--- config.mk ---
export PLATFORM = sky130hd
export DESIGN_NAME = mck_regs
export DESIGN_NICKNAME = d
export VERILOG_FILES = /design/src/mck_pkg.sv /design/src/mck_regs.sv
export SDC_FILE = /design/constraint.sdc
export NUM_CORES = 1
export LEC_CHECK = 0
export BUFFER_PORTS_ARGS = -buffer_cell sky130_fd_sc_hd__buf_4
export CORE_MARGIN = 3
export CORE_UTILIZATION = 46
export DETAILED_ROUTE_END_ITERATION = 10
export PLACE_DENSITY_LB_ADDON = 0.05
export SYNTH_ARGS = -nofsm -noshare
export SYNTH_HDL_FRONTEND = slang
export SYNTH_SLANG_ARGS = --single-unit
--- constraint.sdc ---
create_clock -name sys_clk -period 2 [get_ports sys_clk]
set_input_delay 0.2 -clock sys_clk [delete_from_list [all_inputs] [get_ports sys_clk]]
set_output_delay 0.2 -clock sys_clk [all_outputs]
set_load 0.1 [all_outputs]
--- src/mck_pkg.sv ---
`default_nettype none
package mck_pkg;

  // byte offsets
  localparam logic [4:0] OFS_CTRL   = 5'h00;
  localparam logic [4:0] OFS_IENCLR = 5'h01;
  localparam logic [4:0] OFS_IENSET = 5'h02;
  localparam logic [4:0] OFS_IFLAG  = 5'h03;
  localparam logic [4:0] OFS_DIV    = 5'h05;
  localparam logic [4:0] OFS_RSV    = 5'h08;
  localparam logic [4:0] OFS_FAST   = 5'h10;
  localparam logic [4:0] OFS_BRA    = 5'h14;
  localparam logic [4:0] OFS_BRB    = 5'h18;
  localparam logic [4:0] OFS_BRC    = 5'h1c;

  // access sizes
  localparam logic [1:0] SZ_BYTE = 2'h0;
  localparam logic [1:0] SZ_HALF = 2'h1;
  localparam logic [1:0] SZ_WORD = 2'h2;

  // clock-ready bit position in the enable and flag bytes
  localparam int RDY_BIT = 0;

  // implemented bits
  localparam logic [7:0]  CTRL_MASK = 8'h07;
  localparam logic [31:0] FAST_MASK = 32'h0000_10df;
  localparam logic [31:0] BRA_MASK  = 32'h0000_3fff;
  localparam logic [31:0] BRB_MASK  = 32'h0000_0017;
  localparam logic [31:0] BRC_MASK  = 32'h0000_1fff;

  // reset values
  localparam logic [7:0]  CTRL_RST = 8'h00;
  localparam logic [7:0]  DIV_RST  = 8'h01;
  localparam logic [31:0] FAST_RST = FAST_MASK;
  localparam logic [31:0] BRA_RST  = BRA_MASK;
  localparam logic [31:0] BRB_RST  = BRB_MASK;
  localparam logic [31:0] BRC_RST  = BRC_MASK;

  typedef struct packed {
    logic [4:0]  addr;
    logic [31:0] wdata;
    logic [1:0]  size;
    logic        wr;
    logic        rd;
    logic        nonsec;
  } mck_bus_req_type;

  typedef struct packed {
    logic [31:0] fast;
    logic [31:0] bra;
    logic [31:0] brb;
    logic [31:0] brc;
  } mck_gates_type;

  typedef struct packed {
    logic [7:0]    ctrl;
    logic [7:0]    div;
    mck_gates_type gates;
    logic          ien;
    logic          flag;
    logic          rdy_s1;
    logic          rdy_s2;
    logic          rdy_prev;
    logic [31:0]   rdata;
    logic          irq;
    logic          pac_err;
  } mck_state_type;

endpackage : mck_pkg
`default_nettype wire

--- src/mck_regs.sv ---
// Design decision made here: strobed register access.
`timescale 1ns/100ps
`default_nettype none
module mck_regs (
  input  wire logic                     sys_clk,
  input  wire logic                     rst,
  input  wire mck_pkg::mck_bus_req_type bus,
  input  wire logic                     wr_protect,
  input  wire logic                     periph_secure,
  input  wire logic                     clk_ready_in,
  output logic [31:0]                   rdata,
  output logic                          pac_err,
  output logic                          irq,
  output logic [7:0]                    clock_source_select,
  output logic [7:0]                    processor_clock_divider,
  output mck_pkg::mck_gates_type        gates
);
  import mck_pkg::*;

  mck_state_type s_r;
  mck_state_type s_nxt;

  logic [3:0]  be;
  logic        deny;
  logic        wr_ok;
  logic        wr_prot_ok;
  logic        rdy_rise;
  logic [31:0] rd_word;

  // byte lanes of an access; a misaligned half falls to its aligned half
  function automatic logic [3:0] lanes(
    input logic [1:0] a,
    input logic [1:0] sz
  );
    logic [3:0] r;
    r = 4'h0;
    case (sz)
      SZ_BYTE: begin
        r[a] = 1'b1;
      end
      SZ_HALF: begin
        r = a[1] ? 4'hc : 4'h3;
      end
      SZ_WORD: begin
        r = 4'hf;
      end
      default: begin
        r = 4'h0;
      end
    endcase
    return r;
  endfunction : lanes

  function automatic logic [7:0] get_byte(
    input logic [31:0] d,
    input logic [1:0]  i
  );
    logic [31:0] t;
    t = d >> {i, 3'b000};
    return t[7:0];
  endfunction : get_byte

  // the written byte of lane i carries a one at the ready position
  function automatic logic ready_bit_written(
    input logic [31:0] d,
    input logic [1:0]  i
  );
    logic [7:0] b;
    b = get_byte(d, i);
    return b[RDY_BIT];
  endfunction : ready_bit_written

  // byte enables widened to a bit mask
  function automatic logic [31:0] lane_bits(
    input logic [3:0] en
  );
    logic [31:0] r;
    r = 32'h0000_0000;
    for (int i = 0; i < 4; i++) begin
      if (en[i]) begin
        r[i*8 +: 8] = 8'hff;
      end
    end
    return r;
  endfunction : lane_bits

  function automatic logic [31:0] put_byte(
    input logic [31:0] d,
    input logic [1:0]  i,
    input logic [7:0]  b
  );
    logic [31:0] t;
    t = d;
    t[{i, 3'b000} +: 8] = b;
    return t;
  endfunction : put_byte

  // merge written lanes, then drop unimplemented bits
  function automatic logic [31:0] merge(
    input logic [31:0] old,
    input logic [31:0] wd,
    input logic [3:0]  en,
    input logic [31:0] msk
  );
    logic [31:0] r;
    r = old;
    for (int i = 0; i < 4; i++) begin
      if (en[i]) begin
        r[i*8 +: 8] = wd[i*8 +: 8];
      end
    end
    return r & msk;
  endfunction : merge

  function automatic logic hit(
    input logic [4:0] a,
    input logic [4:0] ofs
  );
    return a[4:2] == ofs[4:2];
  endfunction : hit

  always_comb begin
    s_nxt = s_r;
    be    = lanes(bus.addr[1:0], bus.size);
    // secure peripheral refuses non-secure masters
    deny       = periph_secure & bus.nonsec;
    wr_ok      = bus.wr & ~deny;
    wr_prot_ok = wr_ok & ~wr_protect;
    rd_word    = 32'h0000_0000;

    // ready input is asynchronous: two flops before the edge detector
    s_nxt.rdy_s1   = clk_ready_in;
    s_nxt.rdy_s2   = s_r.rdy_s1;
    s_nxt.rdy_prev = s_r.rdy_s2;
    rdy_rise       = s_r.rdy_s2 & ~s_r.rdy_prev;

    s_nxt.pac_err = (bus.wr | bus.rd) & deny;

    // control, enable set/clear: write protected
    if (wr_prot_ok && hit(bus.addr, OFS_CTRL)) begin
      if (be[OFS_CTRL[1:0]]) begin
        s_nxt.ctrl = get_byte(bus.wdata, OFS_CTRL[1:0]) & CTRL_MASK;
      end
      if (be[OFS_IENCLR[1:0]] && ready_bit_written(bus.wdata, OFS_IENCLR[1:0])) begin
        s_nxt.ien = 1'b0;
      end
      if (be[OFS_IENSET[1:0]] && ready_bit_written(bus.wdata, OFS_IENSET[1:0])) begin
        s_nxt.ien = 1'b1;
      end
    end

    // the flag register carries no write protection
    if (wr_ok && hit(bus.addr, OFS_IFLAG) && be[OFS_IFLAG[1:0]]) begin
      if (ready_bit_written(bus.wdata, OFS_IFLAG[1:0])) begin
        s_nxt.flag = 1'b0;
      end
    end
    // set after clear so a same-cycle event is not lost
    if (rdy_rise) begin
      s_nxt.flag = 1'b1;
    end

    if (wr_prot_ok && hit(bus.addr, OFS_DIV) && be[OFS_DIV[1:0]]) begin
      s_nxt.div = get_byte(bus.wdata, OFS_DIV[1:0]);
    end

    if (wr_prot_ok && hit(bus.addr, OFS_FAST)) begin
      s_nxt.gates.fast = merge(s_r.gates.fast, bus.wdata, be, FAST_MASK);
    end
    if (wr_prot_ok && hit(bus.addr, OFS_BRA)) begin
      s_nxt.gates.bra = merge(s_r.gates.bra, bus.wdata, be, BRA_MASK);
    end
    if (wr_prot_ok && hit(bus.addr, OFS_BRB)) begin
      s_nxt.gates.brb = merge(s_r.gates.brb, bus.wdata, be, BRB_MASK);
    end
    if (wr_prot_ok && hit(bus.addr, OFS_BRC)) begin
      s_nxt.gates.brc = merge(s_r.gates.brc, bus.wdata, be, BRC_MASK);
    end

    // read mux; unmapped and reserved words stay zero
    if (hit(bus.addr, OFS_CTRL)) begin
      rd_word = put_byte(rd_word, OFS_CTRL[1:0], s_r.ctrl);
      rd_word = put_byte(rd_word, OFS_IENCLR[1:0], {7'h00, s_r.ien});
      rd_word = put_byte(rd_word, OFS_IENSET[1:0], {7'h00, s_r.ien});
      rd_word = put_byte(rd_word, OFS_IFLAG[1:0], {7'h00, s_r.flag});
    end else if (hit(bus.addr, OFS_DIV)) begin
      rd_word = put_byte(rd_word, OFS_DIV[1:0], s_r.div);
    end else if (hit(bus.addr, OFS_FAST)) begin
      rd_word = s_r.gates.fast;
    end else if (hit(bus.addr, OFS_BRA)) begin
      rd_word = s_r.gates.bra;
    end else if (hit(bus.addr, OFS_BRB)) begin
      rd_word = s_r.gates.brb;
    end else if (hit(bus.addr, OFS_BRC)) begin
      rd_word = s_r.gates.brc;
    end

    // lanes outside the access read zero; data holds one cycle only
    s_nxt.rdata = 32'h0000_0000;
    if (bus.rd && !deny) begin
      for (int i = 0; i < 4; i++) begin
        if (be[i]) begin
          s_nxt.rdata[i*8 +: 8] = rd_word[i*8 +: 8];
        end
      end
    end

    s_nxt.irq = s_nxt.flag & s_nxt.ien;
  end

  always_ff @(posedge sys_clk) begin
    if (rst) begin
      s_r.ctrl       <= CTRL_RST;
      s_r.div        <= DIV_RST;
      s_r.gates.fast <= FAST_RST;
      s_r.gates.bra  <= BRA_RST;
      s_r.gates.brb  <= BRB_RST;
      s_r.gates.brc  <= BRC_RST;
      s_r.ien        <= 1'b0;
      s_r.flag       <= 1'b0;
      s_r.rdy_s1     <= 1'b0;
      s_r.rdy_s2     <= 1'b0;
      s_r.rdy_prev   <= 1'b0;
      s_r.rdata      <= 32'h0000_0000;
      s_r.irq        <= 1'b0;
      s_r.pac_err    <= 1'b0;
    end else begin
      s_r <= s_nxt;
    end
  end

  assign rdata                   = s_r.rdata;
  assign pac_err                 = s_r.pac_err;
  assign irq                     = s_r.irq;
  assign clock_source_select     = s_r.ctrl;
  assign processor_clock_divider = s_r.div;
  assign gates                   = s_r.gates;
endmodule : mck_regs
`default_nettype wire

-- Yosys cells after proc, flatten, opt, wreduce, memory -nomap -nowiden
Cells that the tools add are included.
- bits in registers: 89
- bits of input ports: 47
- word-level logic and storage cells: 98
- $lt $le $gt $ge: 2
- eq/ne operators: 7
- mux-type cells: 16
- bitwise operators: 15
- reductions and logical operators: 33
- operators with widths (cell ; number):
    two-way mux 14 bit ; 2
    two-way mux 13 bit ; 2
    two-way mux 25 bit ; 1
    two-way mux 16 bit ; 1
    AND reduction 2 bit ; 8
    OR reduction 5 bit ; 3
    logical AND 1 bit ; 13
    == test 3 bit (second input constant) ; 4
    case mux 4 bit (3 select lines) ; 1
    OR reduction 3 bit ; 4
    NOT 1 bit ; 8
    two-way mux 1 bit ; 7
    AND 1 bit ; 6
    OR reduction 6 bit ; 1
    two-way mux 4 bit ; 1
    OR reduction 4 bit ; 1
    == test 3 x 1 -> 1 bit (second input constant) ; 1
    zero test 3 bit ; 1
    less-than comparator 2 x 3 -> 1 bit (second input constant) ; 1
    demux 1 bit (select 2 bit) ; 1
    == test 2 x 1 -> 1 bit (second input constant) ; 1
    == test 2 bit (second input constant) ; 1
    >= comparator 2 x 1 -> 1 bit (second input constant) ; 1
    zero test 2 bit ; 1
    other kinds (2) ; 2

-- Logic depth before layout (Yosys ltp)
Gate-level depths: netlist of run 1.
- depth in word-level cells: 10
- gate-level depth with buffers: 6

-- Least setup slack after synthesis of run 1
OpenSTA, ideal clock, no wires.
- path type: input -> register
- start point: input bus[39] in the netlist's numbering
- end point: register, netlist name gates[77]
- library setup time: 0.120 ns
- arrival time: 1.437 ns
- setup slack: 0.444 ns
- cell stages on the path: 5
- path buffers: 1
- cells stage by stage: buf_4 nand2b_1 or4_4 o21a_1 a211o_1
- longest elaborated chain between the ends: 3
- RTL lines (item ; RTL line ; source):
    from (decl) ; mck_regs.sv:7 ; input wire mck_pkg::mck_bus_req_type bus,
    == test 3 bit ; mck_regs.sv:119 ; return a[4:2] == ofs[4:2];
    logical AND 1 bit ; mck_regs.sv:170 ; if (wr_prot_ok && hit(bus.addr, OFS_BRA)) begin
    AND reduction 2 bit (no source line) ; - ;
Every way passes these cells.
A chain may end at the register's enable or synchronous reset.

-- Worst setup path in the final report of run 1
- start point: input bus[4] in the netlist's numbering
- end point: register, netlist name rdata[9]
- longest elaborated chain between the ends: 4
- elaborated cells between the ends (all ways): 6
- RTL lines (item ; RTL line ; source):
    == test 2 bit, or another cell as far along ; mck_regs.sv:37 ; case (sz)
    case mux 4 bit (3 select lines) (*) ; mck_regs.sv:37 ;
    NOT 1 bit (no source line) (*) ; - ;
    OR reduction 4 bit (no source line) (*) ; - ;
Every way passes the cells marked *; elsewhere a longest branch is shown, timed or not.

==> qor.txt, run 1 <==
outcome = finished clean
total power = 3.99 mW
Seq cells post-synth = 75
gpl congestion = 0.781
CP max stage cell = nor2_1
Logic pwr share = 0.312
period utilization = 0.695
crit path cell chain = buf_4 > mux2i_2 > nand2_1 > nor2_1 > and3_1
yosys warns = 0
GRT Overall Usage = 0.171
synthesized area per cell = 8.84 sq um
pre-CTS worst setup slack = 0.269 ns
Pleak = 2.08 nW
register area share after synthesis = 0.336
# setup viols final = 0
Hold WS = 0.0655 ns
Buf/Inv on CP = 1
Crit path depth = 5
Worst slew margin = 0.528
Crit path max-delay family = simple AND/OR/NAND/NOR gates
area leader, netlist = dfxtp_1
WP data arrival = 1.68 ns
Worst Setup Start Kind = primary input
R2R setup slack = 0.79 ns
ys async rst share = 0
Mapped Area = 0.00447 sq mm
pin count of the biggest net entering global routing = 65
cts hold-fix bufs = 0
clk buf depth = 2
first-pass GRT wire length = 14,800 um
Reg power frac = 0.380
Starting Density = 0.479
antenna-violating nets left = 0
CP max stage delay = 0.47 ns
Worst Hold Depth = 2
CTS resizes = 0
Most used DFF post-synth = dfxtp_1
fin worst setup slack = 0.609 ns
Slew @ Worst Pin = 0.709 ns
synthesis-to-finish area growth = 5.51%
Num CTS Buffers = 9
layout cells sized above 1 = 0.275
final instance area = 0.00472 sq mm
Residual DRC = 0
DR pass1 iterations = 4
initial antenna violation count = 0
commonest non-fill, non-tap cells in the layout = buf_4 (115), conb_1 (108), dfxtp_1 (75), nor2_1 (62), mux2i_1 (46)
worst min-delay path class = primary input to register
Die Height = 105 um
fillers = 932
Root Driver = clkbuf_8
min cycle time layout = 1.39 ns
RSZ-0062 raised after global routing = false
placed cell areas = 0.00450 sq mm
Netlist cell types = 44
skew final = 0.00530 ns
Final Max Tran Viols = 0
share of the core filled with cells = 0.506
per-cell routed wire length = 14.4 um
# placed instances = 665
Post-synth EDFFs = 0
Post-DP HPWL = 7270 um
Max-cap violations = 0
Setup crit end kind = register
number of top-level pins = 225
worst skew pair latency = 0.35 ns
post-CTS setup buffers = 0
CTS HTree Levels = 3
Int Pwr = 2.31 mW
routed vias = 3,042
most common cell after layout, fill and taps aside = buf_4
vias in the first global route = 2,757
non-filler cells, final = 681
VDD IR max = 343 uV
Net Sw Power = 1.68 mW
CTS tree = yes
CP Class = primary input to register
Peak Freq = 0.719 GHz
IO buf count = 102
Worst EP required = 2.29 ns
Layout Nets = 594
core area = 0.00933 sq mm
final hold vios = 0
Clk pin slew, worst setup/hold paths = 0.08 ns
final WL = 9830 um
Syn Inst Count = 506
die footprint = 0.0109 sq mm
crit path max fanout = 7
Sw Share = 0.422
total gr overflow = 0
initial DRC count = 85
ant diodes = 0
vias per cell = 4.47
clock power share = 0.308
Yosys top cell area share = 0.336
CTS Sinks = 75
die width = 105 um
Setup Total Neg Slack = 0 ns
Rows = 35
worst r2r path cells = 3
Power Dens Cells = 845 mW/mm^2
top post-synthesis cells by area = dfxtp_1 (34%), buf_4 (30%), mux2i_1 (10%)
-- layout make-up --
type / count / area, sq um / area share
multi-input cells: 344 / 1970 / 0.418
flip-flops and latches: 75 / 1500 / 0.318
repair buffers: 115 / 863 / 0.183
clock buffers: 13 / 169 / 0.0358
well taps: 129 / 161 / 0.0342
clock inverters: 3 / 45.0 / 0.00955
inverters: 2 / 7.51 / 0.00159
-- metal layers --
layer,wire length [um],up-vias,global-route usage
met1,4260,1393,0.222
met2,4420,163,0.273
met5,0,-,0
li1,-,1469,-
met3,978,17,0.0426
met4,170,0,0.0684
-- cells in the mapped netlist (2+ instances only) --
library cell  instances
buf_4               177
dfxtp_1              75
nor2_1               62
mux2i_1              46
nand3_1              19
nand2_1              18
o21ai_0              17
a21oi_1              13
clkbuf_1             10
and3_1                8
nor2b_1               6
a22oi_1               4
mux4_2                4
nand2b_1              4
nor3_1                4
buf_1                 3
mux2_2                3
nand4b_1              2
nor2_2                2
nor2_4                2
nor2_8                2
or3_1                 2
or4_4                 2
-- flip-flops by register name, indices dropped and copies added (netlist names) --
signal and cells:
clock_source_select 3, gates 39, irq 1, pac_err 1, processor_clock_divider 8, rdata 18
s_nxt 2, s_r 3
-- cells by family (layout without fill, tap and decap cells) --
logic type | after synthesis | count (layout) | share of synthesized area
simple gates | 141 | 141 | 0.163
other cells | 1 | 108 | 0.000839
mux | 54 | 54 | 0.134
compound gates | 41 | 41 | 0.0529
buf+inv | 194 | 133 | 0.313
flops | 75 | 75 | 0.336
-- power by group through the flow --
stage	sequential (mW)	combinational [mW]	clock [mW]
2_1_floorplan	1.55	1.28	0
3_3_place_gp	1.55	1.24	0
3_5_place_dp	1.55	1.24	0
4_1_cts	1.51	1.24	1.27
5_1_grt	1.52	1.28	1.32
6_report	1.51	1.24	1.23
-- worst paths after layout --
| kind | from | end |
|---|---|---|
| hold reg to reg | s_nxt[35]$_SDFF_PP0_ | s_nxt[34]$_SDFF_PP0_ |
| hold / removal | bus[18] | gates[77]$_SDFFE_PP1P_ |
| setup / recovery | bus[4] | rdata[9]$_SDFF_PP0_ |
| setup reg to reg | gates[100]$_SDFFE_PP1P_ | rdata[4]$_SDFF_PP0_ |
Note: power is estimated with default switching activity, not from simulation.
==> run 2, diff against run 1 <==
--- a/config.mk
+++ b/config.mk
@@ -5,6 +5,7 @@
 export SDC_FILE = /design/constraint.sdc
 export NUM_CORES = 1
 export LEC_CHECK = 0
+export ABC_AREA = 1
 export BUFFER_PORTS_ARGS = -buffer_cell sky130_fd_sc_hd__buf_4
 export CORE_MARGIN = 3
 export CORE_UTILIZATION = 46
==> constraint.sdc (replaced) <==
create_clock -name sys_clk -period 1.4 [get_ports sys_clk]
set_input_delay 0.14 -clock sys_clk [delete_from_list [all_inputs] [get_ports sys_clk]]
set_output_delay 0.14 -clock sys_clk [all_outputs]
set_load 0.1 [all_outputs]
==> run 2 against run 1 <==
Non-clock buffer count up 5. Sequential share of layout area rose by 0.13 points. Design area down 0.40%. Final cell count rose by 12%. Clock power rose by 58%. Die area is 1.9% lower. Largest power group unchanged. Combinational power rose by 47%. Via count rose by 11%. Critical path depth down 4. Synthesized cell count grew 15%. Flip-flop and latch count unchanged.
==> qor.txt, run 2 <==
Slew @ Worst Pin = 0.502 ns
crit path max fanout = 3
die width = 104 um
min cycle time layout = 1.18 ns
per-cell routed wire length = 13.0 um
Buf/Inv on CP = 1
CTS tree = yes
crit path cell chain = buf_4
Starting Density = 0.488
VDD IR max = 884 uV
routed vias = 3,372
Crit path depth = 1
layout cells sized above 1 = 0.246
most frequent cells after synthesis = buf_4 (177), nand2_1 (115), nand3_1 (79)
commonest non-fill, non-tap cells in the layout = buf_4 (118), nand2_1 (115), conb_1 (108), nand3_1 (79), dfxtp_1 (75)
complex-gate fraction of the synthesized area = 0.0434
Setup Total Neg Slack = 0 ns
CP max stage delay = 0.39 ns
ant diodes = 0
Final Max Tran Viols = 0
CP max stage cell = dfxtp_1
Post-DP HPWL = 7630 um
RSZ-0062 raised after global routing = false
top post-synthesis cells by area = dfxtp_1 (34%), buf_4 (30%), nand2_1 (9.9%)
Logic pwr share = 0.306
Reg power frac = 0.366
DR pass1 iterations = 5
Setup crit end kind = output pin
Top reg by flops = gates
most frequent cell after synthesis = buf_4
GRT Overall Usage = 0.178
initial antenna violation count = 0
vias per cell = 4.42
total gr overflow = 0
worst skew pair latency = 0.34 ns
Worst Setup Start Kind = register
WP data arrival = 1.04 ns
Synth Area in Simple Gates = 0.276
Max-cap violations = 0
vias in the first global route = 3,063
Rows = 34
CTS Sinks = 75
skew final = 0.00826 ns
gpl congestion = 0.797
Crit path max-delay family = flip-flops
ys async rst share = 0
Worst Hold Depth = 3
multi-input logic area = 0.00180 sq mm
final WL = 9910 um
fillers = 920
Netlist cell types = 31
clk buf depth = 2
post-CTS setup buffers = 0
synthesized area per cell = 7.51 sq um
antenna-violating nets left = 0
worst r2r path cells = 4
final hold vios = 0
die footprint = 0.0107 sq mm
worst min-delay path class = primary input to register
Net Sw Power = 2.44 mW
most common cell after layout, fill and taps aside = buf_4
xor and xnor area share after synthesis = 0
Num CTS Buffers = 9
core area = 0.00898 sq mm
Pleak = 2.46 nW
Syn Inst Count = 583
Peak Freq = 0.849 GHz
CTS HTree Levels = 3
CP Class = register to output pin
pin count of the biggest net entering global routing = 48
Power Dens Cells = 1260 mW/mm^2
Die Height = 104 um
yosys warns = 0
Mapped Area = 0.00438 sq mm
cts hold-fix bufs = 2
Clk pin slew, worst setup/hold paths = 0.08 ns
outcome = finished clean
period utilization = 0.841
Worst slew margin = 0.666
register area = 0.00150 sq mm
Yosys top cell area share = 0.343
CTS resizes = 0
mux share of post-synthesis cell area = 0
Worst EP required = 1.26 ns
Synth Area in Adders = 0
clock power share = 0.327
Root Driver = clkbuf_8
Most used DFF post-synth = dfxtp_1
number of top-level pins = 225
max reg flops = 39
Residual DRC = 0
register area share after synthesis = 0.343
synthesis-to-finish area growth = 7.28%
IO buf count = 102
# setup viols final = 0
Layout Nets = 681
initial DRC count = 96
Post-synth EDFFs = 0
Int Pwr = 3.49 mW
Seq cells post-synth = 75
largest family of logic cells by synthesized area = buffers and inverters
Hold WS = 0.0207 ns
area leader, netlist = dfxtp_1
Sw Share = 0.411
first-pass GRT wire length = 15,700 um
-- run 2: changes by cell type in the layout (fill, tap and decap cells not counted), sizes merged, moves of 4 or more --
cell,previous run,this run
nor2,68,45
clkbuf,13,9
nand2b,4,0
and3,8,0
a31oi,0,4
nand2,19,122
o21ai,18,9
nand3,19,80
mux4,4,0
inv,1,26
mux2i,47,0
nor2b,6,0
-- run 2: worst paths after layout --
path	start	end	slack (ns)
worst max-delay path	gates[67]$_SDFFE_PP1P_	gates[67]	0.22
worst min-delay path	bus[16]	gates[11]$_SDFFE_PP1P_	0.02
worst max register to register	gates[2]$_SDFFE_PP1P_	rdata[2]$_SDFF_PP0_	0.47
worst min register to register	s_nxt[35]$_SDFF_PP0_	s_nxt[34]$_SDFF_PP0_	0.41
-- run 2: final cells by class --
| cell class | count | area share |
|---|---|---|
| timing repair buffer | 120 | 0.193 |
| clock inverter | 5 | 0.0221 |
| sequential | 75 | 0.319 |
| multi-input combinational | 401 | 0.384 |
| clock buffer | 9 | 0.0264 |
| tap | 126 | 0.0335 |
| inverter | 27 | 0.0218 |
-- run 2: routing by layer --
metal,vias to the layer above,GRT usage,share of wire
li1,1677,-,-
met1,1532,0.223,0.42
met2,151,0.301,0.48
met3,12,0.0398,0.083
met4,0,0.0655,0.017
met5,-,0,0
-- run 2: metrics by stage --
step            util  std cells  setup WS, ns  power (mW)  instance area [sq um]
6_report       0.524        763         0.222        5.93                   4700
5_1_grt        0.524        763         0.171        6.14                   4700
4_1_cts        0.524        763         0.204        5.97                   4700
3_5_place_dp   0.496        747       0.00793        4.02                   4450
3_3_place_gp   0.496        747        0.0244        4.02                   4450
2_1_floorplan      -        690         0.305        4.09                   4780
-- run 2: kinds of logic (layout without fill, tap and decap cells) --
family                 Yosys count  after routing
flip-flops                      75             75
AO/OA/AOI/OAI                   34             34
other                            1            108
AND/OR/NAND/NOR                259            259
buffers and inverters          214            161
-- run 2: power groups by stage --
stage	Clock (mW)	Combinational [mW]	Sequential, mW
after CTS	1.99	1.81	2.17
after floorplan	0	1.86	2.23
after detailed placement	0	1.80	2.22
after global placement	0	1.80	2.22
after global routing	2.10	1.87	2.18
final	1.94	1.82	2.17
-- run 2: worst min-delay path, stage by stage --
cell,delay (ns)
buf_4,0.10
nand2_1,0.05
nand3_1,0.05
==> run 3, diff against run 2 <==
==> constraint.sdc (replaced) <==
create_clock -name sys_clk -period 1.1 [get_ports sys_clk]
set_input_delay 0.11 -clock sys_clk [delete_from_list [all_inputs] [get_ports sys_clk]]
set_output_delay 0.11 -clock sys_clk [all_outputs]
set_load 0.1 [all_outputs]
==> run 3 against run 2 <==
Combinational power grew 34%. Register-to-register slack lost 0.31 ns. Design area grew 19%. Critical path depth is the same. Worst hold slack lost 0.0048 ns. Clock-buffer cell count grew 1.
==> qor.txt, run 3 (synthesized netlist as in run 2, its figures left out) <==
outcome = finished clean
Power Dens Cells = 1400 mW/mm^2
first-pass GRT wire length = 16,200 um
Max-cap violations = 0
skew final = 0.00998 ns
commonest non-fill, non-tap cells in the layout = nand2_1 (115), conb_1 (108), buf_4 (80), nand3_1 (79), buf_12 (46)
Top reg by flops = gates
CTS tree = yes
synthesis-to-finish area growth = 28.0%
CP max stage cell = dfxtp_1
reg2reg end = rdata[2]$_SDFF_PP0_
WP data arrival = 0.97 ns
vias per cell = 4.40
crit path max fanout = 3
Peak Freq = 0.924 GHz
Starting Density = 0.488
worst r2r path cells = 3
die width = 104 um
Worst EP required = 0.99 ns
Net Sw Power = 3.21 mW
routed vias = 3,481
fillers = 814
clock power share = 0.336
# placed instances = 767
# setup viols final = 0
Final Max Tran Viols = 0
worst skew pair latency = 0.35 ns
Logic pwr share = 0.310
crit path cell chain = buf_6
DR pass1 iterations = 4
antenna-violating nets left = 0
number of top-level pins = 225
final hold vios = 0
Setup crit end kind = output pin
CTS HTree Levels = 3
min cycle time layout = 1.08 ns
Buf/Inv on CP = 1
ant diodes = 0
post-CTS setup buffers = 0
Die Height = 104 um
core area = 0.00898 sq mm
worst min-delay path class = primary input to register
Worst Setup SP = gates[100]$_SDFFE_PP1P_
Crit path depth = 1
GRT Overall Usage = 0.185
vias in the first global route = 3,201
final instance area = 0.00561 sq mm
Clk pin slew, worst setup/hold paths = 0.08 ns
CP Class = register to output pin
share of the core filled with cells = 0.625
Reg power frac = 0.354
Setup Total Neg Slack = 0 ns
Num CTS Buffers = 9
gpl congestion = 0.826
non-filler cells, final = 791
most common cell after layout, fill and taps aside = nand2_1
total gr overflow = 0
clk buf depth = 2
layout cells sized above 1 = 0.329
IO buf count = 102
Crit path max-delay family = flip-flops
Sw Share = 0.409
multi-input logic area = 0.00180 sq mm
pre-CTS worst setup slack = -0.220 ns
Pleak = 2.85 nW
Residual DRC = 0
R2R setup slack = 0.16 ns
die footprint = 0.0107 sq mm
Layout Nets = 707
CTS Sinks = 75
final WL = 10,500 um
Rows = 34
reg2reg start = gates[98]$_SDFFE_PP1P_
total power = 7.84 mW
Int Pwr = 4.63 mW
Worst Setup Start Kind = register
placed cell areas = 0.00461 sq mm
Post-DP HPWL = 7880 um
max reg flops = 39
register area = 0.00155 sq mm
fin worst setup slack = 0.0179 ns
initial DRC count = 122
Hold WS = 0.0159 ns
pin count of the biggest net entering global routing = 48
CP max stage delay = 0.38 ns
initial antenna violation count = 0
period utilization = 0.984
per-cell routed wire length = 13.3 um
Worst Setup EP = gates[100]
VDD IR max = 1080 uV
Root Driver = clkbuf_8
==> run 3: metal layers <==
metal	global-route usage	vias to the layer above	routed length (um)
met1	0.230	1576	4390
li1	-	1736	-
met2	0.320	161	5260
met5	0	-	0
met3	0.0404	8	756
met4	0.0589	0	124
==> run 3: timing repair <==
item | CTS | global route
endpoints found under the setup margin | 51 | 40
endpoints found under the hold margin | 12 | 0
pin swaps | 0 | 0
hold buffers | 8 | 0
resized for setup | 115 | 74
==> run 3: worst min path at each step <==
stage	startpoint	endpoint	slack (ns)	cells past startpoint
after global routing	bus[10]	gates[69]$_SDFFE_PP1P_	0.02	3
after global placement	clk_ready_in	s_nxt[35]$_SDFF_PP0_	0.32	3
after detailed placement	bus[18]	gates[77]$_SDFFE_PP1P_	0.33	3
after floorplan	clk_ready_in	s_nxt[35]$_SDFF_PP0_	0.22	2
final	bus[10]	gates[69]$_SDFFE_PP1P_	0.02	3
after CTS	bus[10]	gates[69]$_SDFFE_PP1P_	0.0001	3
==> run 3: tightest hold or removal path, stage by stage <==
cell and delay [ns]:
buf_4 0.09, nand3_1 0.06, nand3_1 0.07
==> run 3: cell type report <==
| cell class | instances | area share |
|---|---|---|
| Clock buffer | 10 | 0.0245 |
| Clock inverter | 6 | 0.0199 |
| Inverter | 27 | 0.0183 |
| Multi-Input combinational cell | 401 | 0.322 |
| Sequential cell | 75 | 0.277 |
| Tap cell | 126 | 0.0281 |
| Timing Repair Buffer | 146 | 0.311 |
==> run 3: power groups by stage <==
stage,clock [mW],combinational [mW],sequential (mW)
final,2.64,2.43,2.78
after global routing,2.81,2.50,2.78
after CTS,2.69,2.40,2.77
after detailed placement,0,2.35,2.83
after global placement,0,2.34,2.83
after floorplan,0,2.37,2.83
